$ cat src/rtl/eps_assoc_cfg.svh
// register indices, field positions and reset values of the pin association block
`ifndef EPS_ASSOC_CFG_SVH
`define EPS_ASSOC_CFG_SVH

// register indices; byte address is four times the index
`define EPS_IDX_LIN_KEEP   10'h041
`define EPS_IDX_SW_KEEP    10'h042
`define EPS_IDX_ONE_LIN    10'h045
`define EPS_IDX_ONE_SW     10'h046
`define EPS_IDX_TWO_LIN    10'h047
`define EPS_IDX_TWO_SW     10'h048
`define EPS_IDX_FET_KEEP   10'h04a
`define EPS_IDX_VOLT_BASE  10'h020
`define EPS_IDX_VOLT_LAST  10'h025

// writable bits of each register
`define EPS_SW_ASSOC_MASK  8'h1f
`define EPS_SW_KEEP_MASK   8'hf7
`define EPS_FET_KEEP_MASK  8'h01

// switcher field positions in the association registers and, except fet, the keep register
`define EPS_SW_IO          0
`define EPS_SW_CORE_A      1
`define EPS_SW_CORE_B      2
`define EPS_SW_FET         3

// reset values and codes
`define EPS_RESET_BYTE     8'h00
`define EPS_VOLT_OFF       8'h00
`define EPS_RESP_OKAY      2'b00
`define EPS_RESP_SLVERR    2'b10

`endif

$ cat src/rtl/eps_assoc_pkg.sv
// types shared by the pin association block
package eps_assoc_pkg;

	// supply operating mode driven to the converters
	typedef enum logic [1:0]
	{
		eps_off  = 2'h0,
		eps_full = 2'h1,
		eps_low  = 2'h3
	} eps_mode_type;

	// linear regulator number held by each bit of a regulator register
	localparam int eps_lin_of_bit [0:7] = '{6, 1, 2, 5, 8, 7, 4, 3};

endpackage

$ cat src/rtl/eps_assoc_top.sv
// enable-pin supply association block with axi4-lite register access
`timescale 1ns/1ps
`include "eps_assoc_cfg.svh"
// ****************************************************************
// Contract
// - fet rail on pin one: pin high uses operating, low reduced
// - association bit clear: pin ignored, supply follows programming
// - core converter on pin one: operating when high, reduced when low
// - core on pin one, pin low, keep set: low-power unless off
// - io converter on pin one: on when high, else off or low-power
// - pin two regulator bits 7..0 map regulators 3,4,7,8,5,2,1,6
// - pin two low: regulator off if keep clear, low-power if set
// - fet rail on pin two: op/reduced select, keep gives low-power
// - core on pin two: operating when high, reduced incl off when low
// - core on pin two, pin low, keep set: low-power unless off
// - io converter on pin two: on when high, else off or low-power
// - association registers cleared only by the turn-off reset
// - any pin one association bit except spare switcher bit 4 disables the voltage-scaling port
// - keep register holds core b, core a and io keep bits
// ****************************************************************
module eps_assoc_top
(
	// clock and resets
	input  wire logic        clock,
	input  wire logic        reset_n,
	input  wire logic        turnoff_reset_n,
	// enable pins
	input  wire logic        enable_pin_one,
	input  wire logic        enable_pin_two,
	// programmed state from the device sequencer
	input  wire logic [7:0]  prog_sw_mode,
	input  wire logic [31:0] prog_sw_volt,
	input  wire logic [15:0] prog_lin_mode,
	// axi4-lite write
	input  wire logic [11:0] s_axi_awaddr,
	input  wire logic        s_axi_awvalid,
	output logic             s_axi_awready,
	input  wire logic [31:0] s_axi_wdata,
	input  wire logic [3:0]  s_axi_wstrb,
	input  wire logic        s_axi_wvalid,
	output logic             s_axi_wready,
	output logic [1:0]       s_axi_bresp,
	output logic             s_axi_bvalid,
	input  wire logic        s_axi_bready,
	// axi4-lite read
	input  wire logic [11:0] s_axi_araddr,
	input  wire logic        s_axi_arvalid,
	output logic             s_axi_arready,
	output logic [31:0]      s_axi_rdata,
	output logic [1:0]       s_axi_rresp,
	output logic             s_axi_rvalid,
	input  wire logic        s_axi_rready,
	// supply controls
	output logic [7:0]       sw_mode,
	output logic [31:0]      sw_volt,
	output logic [15:0]      lin_mode,
	output logic             dvs_if_disable
);
	import eps_assoc_pkg::*;

	// ****************************************************************
	// declarations
	// ****************************************************************
	logic [1:0]   pin_sync;
	logic         awready_ff;
	logic         wready_ff;
	logic         bvalid_ff;
	logic [1:0]   bresp_ff;
	logic         arready_ff;
	logic         rvalid_ff;
	logic [1:0]   rresp_ff;
	logic [31:0]  rdata_ff;
	logic         aw_got_ff;
	logic         w_got_ff;
	logic [9:0]   waddr_ff;
	logic [7:0]   wbyte_ff;
	logic         wlane_ff;
	logic [7:0]   one_lin_ff;
	logic [7:0]   one_sw_ff;
	logic [7:0]   two_lin_ff;
	logic [7:0]   two_sw_ff;
	logic [7:0]   sw_keep_ff;
	logic [7:0]   lin_keep_ff;
	logic [7:0]   fet_keep_ff;
	logic [7:0]   volt_ff [0:5];
	logic [7:0]   sw_mode_ff;
	logic [31:0]  sw_volt_ff;
	logic [15:0]  lin_mode_ff;
	logic         dvs_off_ff;
	logic         aw_take;
	logic         w_take;
	logic         ar_take;
	logic         do_write;
	logic         nxt_aw_got;
	logic         nxt_w_got;
	logic         nxt_bvalid;
	logic         nxt_rvalid;
	logic [9:0]   rd_idx;
	logic [31:0]  nxt_rdata;
	logic         rd_hit;
	logic         wr_hit;
	logic [3:0]   keep_sw;
	eps_mode_type nxt_sw [0:3];
	logic [7:0]   nxt_volt [0:3];
	eps_mode_type nxt_lin [0:7];

	// ****************************************************************
	// pin synchronisation
	// ****************************************************************
	eps_pin_sync u_sync
	(
		.clock    (clock),
		.reset_n  (reset_n),
		.pin_raw  ({enable_pin_two, enable_pin_one}),
		.pin_sync (pin_sync)
	);

	// ****************************************************************
	// axi4-lite handshakes
	// ****************************************************************
	always_comb
	begin
		aw_take    = s_axi_awvalid & awready_ff;
		w_take     = s_axi_wvalid & wready_ff;
		ar_take    = s_axi_arvalid & arready_ff;
		do_write   = aw_got_ff & w_got_ff;
		nxt_aw_got = ~do_write & (aw_got_ff | aw_take);
		nxt_w_got  = ~do_write & (w_got_ff | w_take);
		nxt_bvalid = do_write | (bvalid_ff & ~s_axi_bready);
		nxt_rvalid = ar_take | (rvalid_ff & ~s_axi_rready);
		wr_hit     = (waddr_ff == `EPS_IDX_LIN_KEEP) |
			(waddr_ff == `EPS_IDX_SW_KEEP) |
			(waddr_ff == `EPS_IDX_ONE_LIN) |
			(waddr_ff == `EPS_IDX_ONE_SW) |
			(waddr_ff == `EPS_IDX_TWO_LIN) |
			(waddr_ff == `EPS_IDX_TWO_SW) |
			(waddr_ff == `EPS_IDX_FET_KEEP) |
			((waddr_ff >= `EPS_IDX_VOLT_BASE) &
			(waddr_ff <= `EPS_IDX_VOLT_LAST));
	end

	// one write and one read outstanding; readies drop while busy
	always_ff @(posedge clock or negedge reset_n)
	begin
		if (!reset_n)
		begin
			awready_ff <= 1'b0;
			wready_ff  <= 1'b0;
			aw_got_ff  <= 1'b0;
			w_got_ff   <= 1'b0;
			bvalid_ff  <= 1'b0;
			bresp_ff   <= `EPS_RESP_OKAY;
			waddr_ff   <= 10'h000;
			wbyte_ff   <= 8'h00;
			wlane_ff   <= 1'b0;
		end
		else
		begin
			awready_ff <= ~nxt_aw_got & ~nxt_bvalid;
			wready_ff  <= ~nxt_w_got & ~nxt_bvalid;
			aw_got_ff  <= nxt_aw_got;
			w_got_ff   <= nxt_w_got;
			bvalid_ff  <= nxt_bvalid;
			if (aw_take)
			begin
				waddr_ff <= s_axi_awaddr[11:2];
			end
			if (w_take)
			begin
				wbyte_ff <= s_axi_wdata[7:0];
				wlane_ff <= s_axi_wstrb[0];
			end
			if (do_write)
			begin
				bresp_ff <= wr_hit ? `EPS_RESP_OKAY : `EPS_RESP_SLVERR;
			end
		end
	end

	// ****************************************************************
	// read path
	// ****************************************************************
	always_comb
	begin
		rd_idx    = s_axi_araddr[11:2];
		rd_hit    = 1'b1;
		nxt_rdata = 32'h0000_0000;
		case (rd_idx)
			`EPS_IDX_LIN_KEEP: nxt_rdata[7:0] = lin_keep_ff;
			`EPS_IDX_SW_KEEP:  nxt_rdata[7:0] = sw_keep_ff;
			`EPS_IDX_ONE_LIN:  nxt_rdata[7:0] = one_lin_ff;
			`EPS_IDX_ONE_SW:   nxt_rdata[7:0] = one_sw_ff;
			`EPS_IDX_TWO_LIN:  nxt_rdata[7:0] = two_lin_ff;
			`EPS_IDX_TWO_SW:   nxt_rdata[7:0] = two_sw_ff;
			`EPS_IDX_FET_KEEP: nxt_rdata[7:0] = fet_keep_ff;
			default:
			begin
				if ((rd_idx >= `EPS_IDX_VOLT_BASE) &&
					(rd_idx <= `EPS_IDX_VOLT_LAST))
				begin
					nxt_rdata[7:0] =
						volt_ff[3'(rd_idx - `EPS_IDX_VOLT_BASE)];
				end
				else
				begin
					rd_hit = 1'b0;
				end
			end
		endcase
	end

	always_ff @(posedge clock or negedge reset_n)
	begin
		if (!reset_n)
		begin
			arready_ff <= 1'b0;
			rvalid_ff  <= 1'b0;
			rresp_ff   <= `EPS_RESP_OKAY;
			rdata_ff   <= 32'h0000_0000;
		end
		else
		begin
			arready_ff <= ~nxt_rvalid;
			rvalid_ff  <= nxt_rvalid;
			if (ar_take)
			begin
				rdata_ff <= nxt_rdata;
				rresp_ff <= rd_hit ? `EPS_RESP_OKAY : `EPS_RESP_SLVERR;
			end
		end
	end

	// ****************************************************************
	// association registers, turn-off reset only
	// ****************************************************************
	// a general reset must not lose which pin drives which supply
	always_ff @(posedge clock or negedge turnoff_reset_n)
	begin
		if (!turnoff_reset_n)
		begin
			one_lin_ff <= `EPS_RESET_BYTE;
			one_sw_ff  <= `EPS_RESET_BYTE;
			two_lin_ff <= `EPS_RESET_BYTE;
			two_sw_ff  <= `EPS_RESET_BYTE;
		end
		else if (do_write & wlane_ff)
		begin
			if (waddr_ff == `EPS_IDX_ONE_LIN)
			begin
				one_lin_ff <= wbyte_ff;
			end
			if (waddr_ff == `EPS_IDX_ONE_SW)
			begin
				one_sw_ff <= wbyte_ff & `EPS_SW_ASSOC_MASK;
			end
			if (waddr_ff == `EPS_IDX_TWO_LIN)
			begin
				two_lin_ff <= wbyte_ff;
			end
			if (waddr_ff == `EPS_IDX_TWO_SW)
			begin
				two_sw_ff <= wbyte_ff & `EPS_SW_ASSOC_MASK;
			end
		end
	end

	// ****************************************************************
	// keep and voltage registers, general reset
	// ****************************************************************
	always_ff @(posedge clock or negedge reset_n)
	begin
		if (!reset_n)
		begin
			sw_keep_ff  <= `EPS_RESET_BYTE;
			lin_keep_ff <= `EPS_RESET_BYTE;
			fet_keep_ff <= `EPS_RESET_BYTE;
		end
		else if (do_write & wlane_ff)
		begin
			if (waddr_ff == `EPS_IDX_SW_KEEP)
			begin
				sw_keep_ff <= wbyte_ff & `EPS_SW_KEEP_MASK;
			end
			if (waddr_ff == `EPS_IDX_LIN_KEEP)
			begin
				lin_keep_ff <= wbyte_ff;
			end
			if (waddr_ff == `EPS_IDX_FET_KEEP)
			begin
				fet_keep_ff <= wbyte_ff & `EPS_FET_KEEP_MASK;
			end
		end
	end

	for (genvar v = 0; v < 6; v++)
	begin : g_volt
		always_ff @(posedge clock or negedge reset_n)
		begin
			if (!reset_n)
			begin
				volt_ff[v] <= `EPS_VOLT_OFF;
			end
			else if (do_write & wlane_ff &
				(waddr_ff == `EPS_IDX_VOLT_BASE + 10'(v)))
			begin
				volt_ff[v] <= wbyte_ff;
			end
		end
	end

	// ****************************************************************
	// switcher selection
	// ****************************************************************
	assign keep_sw = {fet_keep_ff[0], sw_keep_ff[2:0]};

	// spare bit 4 is never routed, so it cannot steer a supply
	for (genvar i = 0; i < 4; i++)
	begin : g_sw
		logic [7:0] op_v;
		logic [7:0] red_v;
		if (i == `EPS_SW_IO)
		begin : g_io
			assign op_v  = prog_sw_volt[7:0];
			assign red_v = prog_sw_volt[7:0];
		end
		else
		begin : g_reg
			assign op_v  = volt_ff[2 * (i - 1)];
			assign red_v = volt_ff[2 * (i - 1) + 1];
		end
		eps_supply_sel u_sel
		(
			.assoc_one (one_sw_ff[i]),
			.assoc_two (two_sw_ff[i]),
			.pin_one   (pin_sync[0]),
			.pin_two   (pin_sync[1]),
			.keep      (keep_sw[i]),
			.io_rail   (i == `EPS_SW_IO),
			.op_volt   (op_v),
			.red_volt  (red_v),
			.prog_mode (eps_mode_type'(prog_sw_mode[2 * i +: 2])),
			.prog_volt (prog_sw_volt[8 * i +: 8]),
			.mode      (nxt_sw[i]),
			.volt      (nxt_volt[i])
		);
	end

	// ****************************************************************
	// linear regulator selection
	// ****************************************************************
	for (genvar b = 0; b < 8; b++)
	begin : g_lin
		localparam int N = eps_lin_of_bit[b] - 1;
		logic pin;
		assign pin = one_lin_ff[b] ? pin_sync[0] : pin_sync[1];
		assign nxt_lin[N] = !(one_lin_ff[b] | two_lin_ff[b]) ?
			eps_mode_type'(prog_lin_mode[2 * N +: 2]) :
			pin ? eps_full : lin_keep_ff[b] ? eps_low : eps_off;
	end

	// ****************************************************************
	// output registers
	// ****************************************************************
	always_ff @(posedge clock or negedge reset_n)
	begin
		if (!reset_n)
		begin
			sw_mode_ff  <= 8'h00;
			sw_volt_ff  <= 32'h0000_0000;
			lin_mode_ff <= 16'h0000;
			dvs_off_ff  <= 1'b0;
		end
		else
		begin
			for (int k = 0; k < 4; k++)
			begin
				sw_mode_ff[2 * k +: 2] <= nxt_sw[k];
				sw_volt_ff[8 * k +: 8] <= nxt_volt[k];
			end
			for (int k = 0; k < 8; k++)
			begin
				lin_mode_ff[2 * k +: 2] <= nxt_lin[k];
			end
			dvs_off_ff <= |{one_lin_ff, one_sw_ff[3:0]};
		end
	end

	assign s_axi_awready  = awready_ff;
	assign s_axi_wready   = wready_ff;
	assign s_axi_bvalid   = bvalid_ff;
	assign s_axi_bresp    = bresp_ff;
	assign s_axi_arready  = arready_ff;
	assign s_axi_rvalid   = rvalid_ff;
	assign s_axi_rresp    = rresp_ff;
	assign s_axi_rdata    = rdata_ff;
	assign sw_mode        = sw_mode_ff;
	assign sw_volt        = sw_volt_ff;
	assign lin_mode       = lin_mode_ff;
	assign dvs_if_disable = dvs_off_ff;
endmodule // eps_assoc_top

$ cat src/rtl/eps_pin_sync.sv
// two-flop synchroniser for the two enable pins
`timescale 1ns/1ps
module eps_pin_sync
(
	// clock and reset
	input  wire logic       clock,
	input  wire logic       reset_n,
	// pins and synchronised levels
	input  wire logic [1:0] pin_raw,
	output logic      [1:0] pin_sync
);
	logic [1:0] meta_ff;
	logic [1:0] hold_ff;

	// first stage feeds only the second stage
	always_ff @(posedge clock or negedge reset_n)
	begin
		if (!reset_n)
		begin
			meta_ff <= 2'h0;
			hold_ff <= 2'h0;
		end
		else
		begin
			meta_ff <= pin_raw;
			hold_ff <= meta_ff;
		end
	end

	assign pin_sync = hold_ff;
endmodule // eps_pin_sync

$ cat src/rtl/eps_supply_sel.sv
// one switcher: chooses pin-driven or programmed mode and voltage
`timescale 1ns/1ps
`include "eps_assoc_cfg.svh"
module eps_supply_sel
(
	// association and synchronised pins
	input  wire logic                        assoc_one,
	input  wire logic                        assoc_two,
	input  wire logic                        pin_one,
	input  wire logic                        pin_two,
	// settings
	input  wire logic                        keep,
	input  wire logic                        io_rail,
	input  wire logic [7:0]                  op_volt,
	input  wire logic [7:0]                  red_volt,
	input  wire eps_assoc_pkg::eps_mode_type prog_mode,
	input  wire logic [7:0]                  prog_volt,
	// result
	output eps_assoc_pkg::eps_mode_type      mode,
	output logic [7:0]                       volt
);
	import eps_assoc_pkg::*;

	logic       pin;
	logic [7:0] sel;

	always_comb
	begin
		// pin one wins when both pins are associated
		pin  = assoc_one ? pin_one : pin_two;
		sel  = pin ? op_volt : red_volt;
		mode = prog_mode;
		volt = prog_volt;
		if (assoc_one | assoc_two)
		begin
			if (io_rail)
			begin
				mode = pin ? eps_full : (keep ? eps_low : eps_off);
			end
			else
			begin
				volt = sel;
				if (sel == `EPS_VOLT_OFF)
				begin
					mode = eps_off;
				end
				else if (pin | !keep)
				begin
					mode = eps_full;
				end
				else
				begin
					mode = eps_low;
				end
			end
		end
	end
endmodule // eps_supply_sel

$ cat config.mk
export PLATFORM = sky130hd
export DESIGN_NAME = eps_assoc_top
export DESIGN_NICKNAME = d
export VERILOG_FILES = /design/src/rtl/eps_assoc_pkg.sv /design/src/rtl/eps_assoc_top.sv /design/src/rtl/eps_pin_sync.sv /design/src/rtl/eps_supply_sel.sv
export VERILOG_INCLUDE_DIRS = /design/src /design/src/rtl
export SDC_FILE = /design/constraint.sdc
export NUM_CORES = 1
export LEC_CHECK = 0
export BUFFER_PORTS_ARGS = -buffer_cell sky130_fd_sc_hd__buf_2
export CORE_AREA = 3 3 171 140
export CTS_CLUSTER_DIAMETER = 100
export DETAILED_ROUTE_END_ITERATION = 8
export DIE_AREA = 0 0 174 143
export HOLD_SLACK_MARGIN = 0.12
export SYNTH_ARGS = -nofsm -noshare
export SYNTH_HDL_FRONTEND = slang
export SYNTH_SLANG_ARGS = --single-unit
$ cat constraint.sdc
create_clock -name clock -period 4.27 [get_ports clock]
set_clock_uncertainty 0.15 [all_clocks]
set_input_delay 0.2135 -clock clock [delete_from_list [all_inputs] [get_ports clock]]
set_output_delay 0.2135 -clock clock [all_outputs]
set_load 0.02 [all_outputs]
==> impl_metrics.json <==
{
  "status": "finished clean",
  "clock_latency_ns": 0.43,
  "ys_warn_count": 0,
  "ios": 224,
  "dieArea_um2": 24880,
  "hold_depth": 5,
  "grt_max_degree": 101,
  "ys_seq_area_share_pct": 52.72,
  "die_h_um": 143,
  "final_critical_path_setup_slack_ns": 1.797,
  "p_switching_mw": 1.454,
  "synth_ff_type": "dfrtp_1",
  "antenna_found_initial": 0,
  "die_w_um": 174,
  "num_rows": 49,
  "synth.distinct_cells": 63,
  "criticalPathCategory": "register to register",
  "synth_commonest_cells": "187 x dfrtp_1, 107 x mux2_2, 50 x nor2_1",
  "drv_slew": 0,
  "drv_cap": 0,
  "grt_pass1_vias": 6662,
  "cts_resized": 0,
  "cp_data_required_time_ns": 4.43,
  "p_leak_nw": 5.375,
  "pwr-share-clk_pct": 33.2,
  "hold_violations": 0,
  "rsz0062_at_grt": "false",
  "synth_top_area_share_pct": 52.72,
  "ys_ff_latch": 187,
  "portBuffers": 166,
  "synth_cells": 744,
  "ir_drop_uv": 313.3,
  "area_delta_synth_final_pct": 26.52,
  "period_share_pct": 57.92,
  "dr.pass1.iters": 5,
  "ant_nets": 0,
  "period_needed_ns": 2.473,
  "avgSynthCellArea_um2": 11.93,
  "synthMostInstantiatedCell": "dfrtp_1",
  "grt_pass1_wl_mm": 38.37,
  "clkSlewWorstSetupHoldPaths_ns": 0.07,
  "combPwrFrac_pct": 16.5,
  "p_sw_share_pct": 31.87,
  "clockBufferDepth": 2,
  "ys_async_sr_fraction_pct": 100.0,
  "viasPerCell": 5.236,
  "wl_mm": 24.47,
  "p_seq_share_pct": 50.3,
  "synth-edff-count": 0,
  "final_cell_area_um2": 11230,
  "cts_tree": "yes",
  "drive_gt1_share_pct": 34.68,
  "core_um2": 22320,
  "remaining_drc_errors": 0,
  "num-fill-cells": 2038,
  "multi_input_area_um2": 3827,
  "wire_per_inst_um": 18.89,
  "place.gp.congestion": 0.8797,
  "start_util_pct": 39.77,
  "setup_violations": 0,
  "yosys.area.top_type": "dfrtp_1",
  "regArea_um2": 4679,
  "htreeDepth": 4,
  "drtIter0Drc": 401,
  "syn_area_um2": 8876,
  "overflow": 0,
  "path_max_fanout": 8,
  "num_vias": 6780,
  "cts_sinks": 187,
  "startpoint_type": "register",
  "fin_hold_ws_ns": 0.1337,
  "grt_usage_pct": 19.83,
  "worst_pin_slew_ns": 1.130,
  "setup_tns_ns": 0,
  "internal_power_mw": 3.109,
  "hp-class": "input port to register",
  "cts_made_buffers": 17,
  "rr_worst_depth": 5,
  "max_freq_mhz": 404.4,
  "nNetsFinal": 1102,
  "post_dp_cell_area_um2": 9832,
  "setup.worst_path.end_class": "register",
  "pre_cts_ws_ns": 1.807,
  "synth.area.top_cells": "dfrtp_1 53%, mux2_2 14%, mux2i_1 5.5%",
  "clockRootBuffer": "clkbuf_16",
  "slew_headroom_pct": 22.50,
  "diodes": 0,
  "cp.arrival_ns": 2.63,
  "power.density_nw_per_um2": 406.4,
  "dp_hpwl_mm": 16.73
}
what timing repair did:
action,4_1_cts,5_1_grt
endpoints found under the hold margin,209,0
hold buffers,84,0
setup buffers,0,0
flip-flops by register name, summed over array words and instances, names as in the netlist, 2 cells and up:
signal and count:
one_lin_ff 8, sw_mode 8, one_sw_ff 5, lin_keep_ff 8, wbyte_ff 8, lin_mode 16
two_lin_ff 8, waddr_ff 10, s_axi_rdata 8, two_sw_ff 5, g_sw.op_v 24, sw_keep_ff 7
u_sync.pin_sync 2, u_sync.meta_ff 2, g_sw.red_v 24, sw_volt 32
per-stage QoR:
stage                     std cells  power, mW  utilization, %
after detailed placement       1179      3.017           44.06
after CTS                      1295      4.589           50.32
after global placement         1179      3.002           44.06
final                          1295      4.564           50.32
after floorplan                 769      2.737               -
after global routing           1295      4.765           50.32
final cells by class:
cell class                 instances  share of cell area [%]
sequential                       187                   41.67
timing repair buffer             255                   15.28
inverter                          18                  0.6017
tap                              306                   3.409
clock inverter                    11                  0.7688
clock buffer                      21                   4.189
multi-input combinational        497                   34.08
cell usage in the layout, fill, tap and decap left out, drive strengths merged, types with 3 or more instances in the layout:
master       count
mux4             3
clkinv           5
a221oi           5
nor4            20
a22oi            3
buf            171
nand2b           7
o22ai            8
clkinvlp         5
nor2            51
nor3b           12
mux2           115
o31a             8
conb            26
clkbuf          21
a21oi           44
nand4            6
o21ai           31
dlygate4sd3     84
inv             19
nor3             8
or2              3
mux2i           49
nand3           19
dfrtp          187
nor2b           12
a2bb2oi          3
nand2           24
a31oi           11
nand3b           4
worst max-delay path: stages (launching register included):
cell and delay [ns]:
dfrtp_1 0.40, nor4_4 0.40, nand3b_4 0.19, nor4_4 0.32, nand2b_1 0.45, mux2_4 0.43
per-layer routing:
metal | global-route usage, % | up-vias | wire [um]
met5 | 0 | - | 0
li1 | - | 3109 | -
met4 | 3.765 | 0 | 160
met2 | 30.48 | 235 | 10990
met1 | 29.32 | 3426 | 11730
met3 | 4.173 | 10 | 1595
power groups by stage:
stage / combinational (mW) / sequential, mW / clock, mW
after floorplan: 0.552 / 2.19 / 0
after global placement: 0.686 / 2.32 / 0
after detailed placement: 0.695 / 2.32 / 0
after CTS: 0.757 / 2.29 / 1.54
after global routing: 0.825 / 2.33 / 1.61
final: 0.752 / 2.30 / 1.52
cell families (layout without fill, tap and decap cells):
kind of cell           Yosys count  after routing  share of synthesized area, %
AOI/OAI and AO/OA              132            132                         9.276
buffers and inverters           85            305                         5.216
DFF                            187            187                         52.72
muxes                          167            167                         21.22
other                            1             26                       0.04225
and+or+nand+nor                172            172                         11.53
worst paths after layout:
| path | startpoint | end | slack (ns) |
|---|---|---|---|
| max in group asynchronous | reset_n | g_sw[2].red_v[3] | 2.65 |
| hold reg to reg | u_sync.meta_ff[1] | u_sync.pin_sync[1] | 0.20 |
| min in group asynchronous | turnoff_reset_n | two_lin_ff[3] | 0.20 |
| setup reg to reg | waddr_ff[4] | g_sw[1].red_v[7] | 1.80 |
| hold / removal | s_axi_araddr[11] | s_axi_rdata[0] | 0.13 |
| setup / recovery | waddr_ff[4] | g_sw[1].red_v[7] | 1.80 |
No activity file was read; power rests on OpenSTA's default activity.
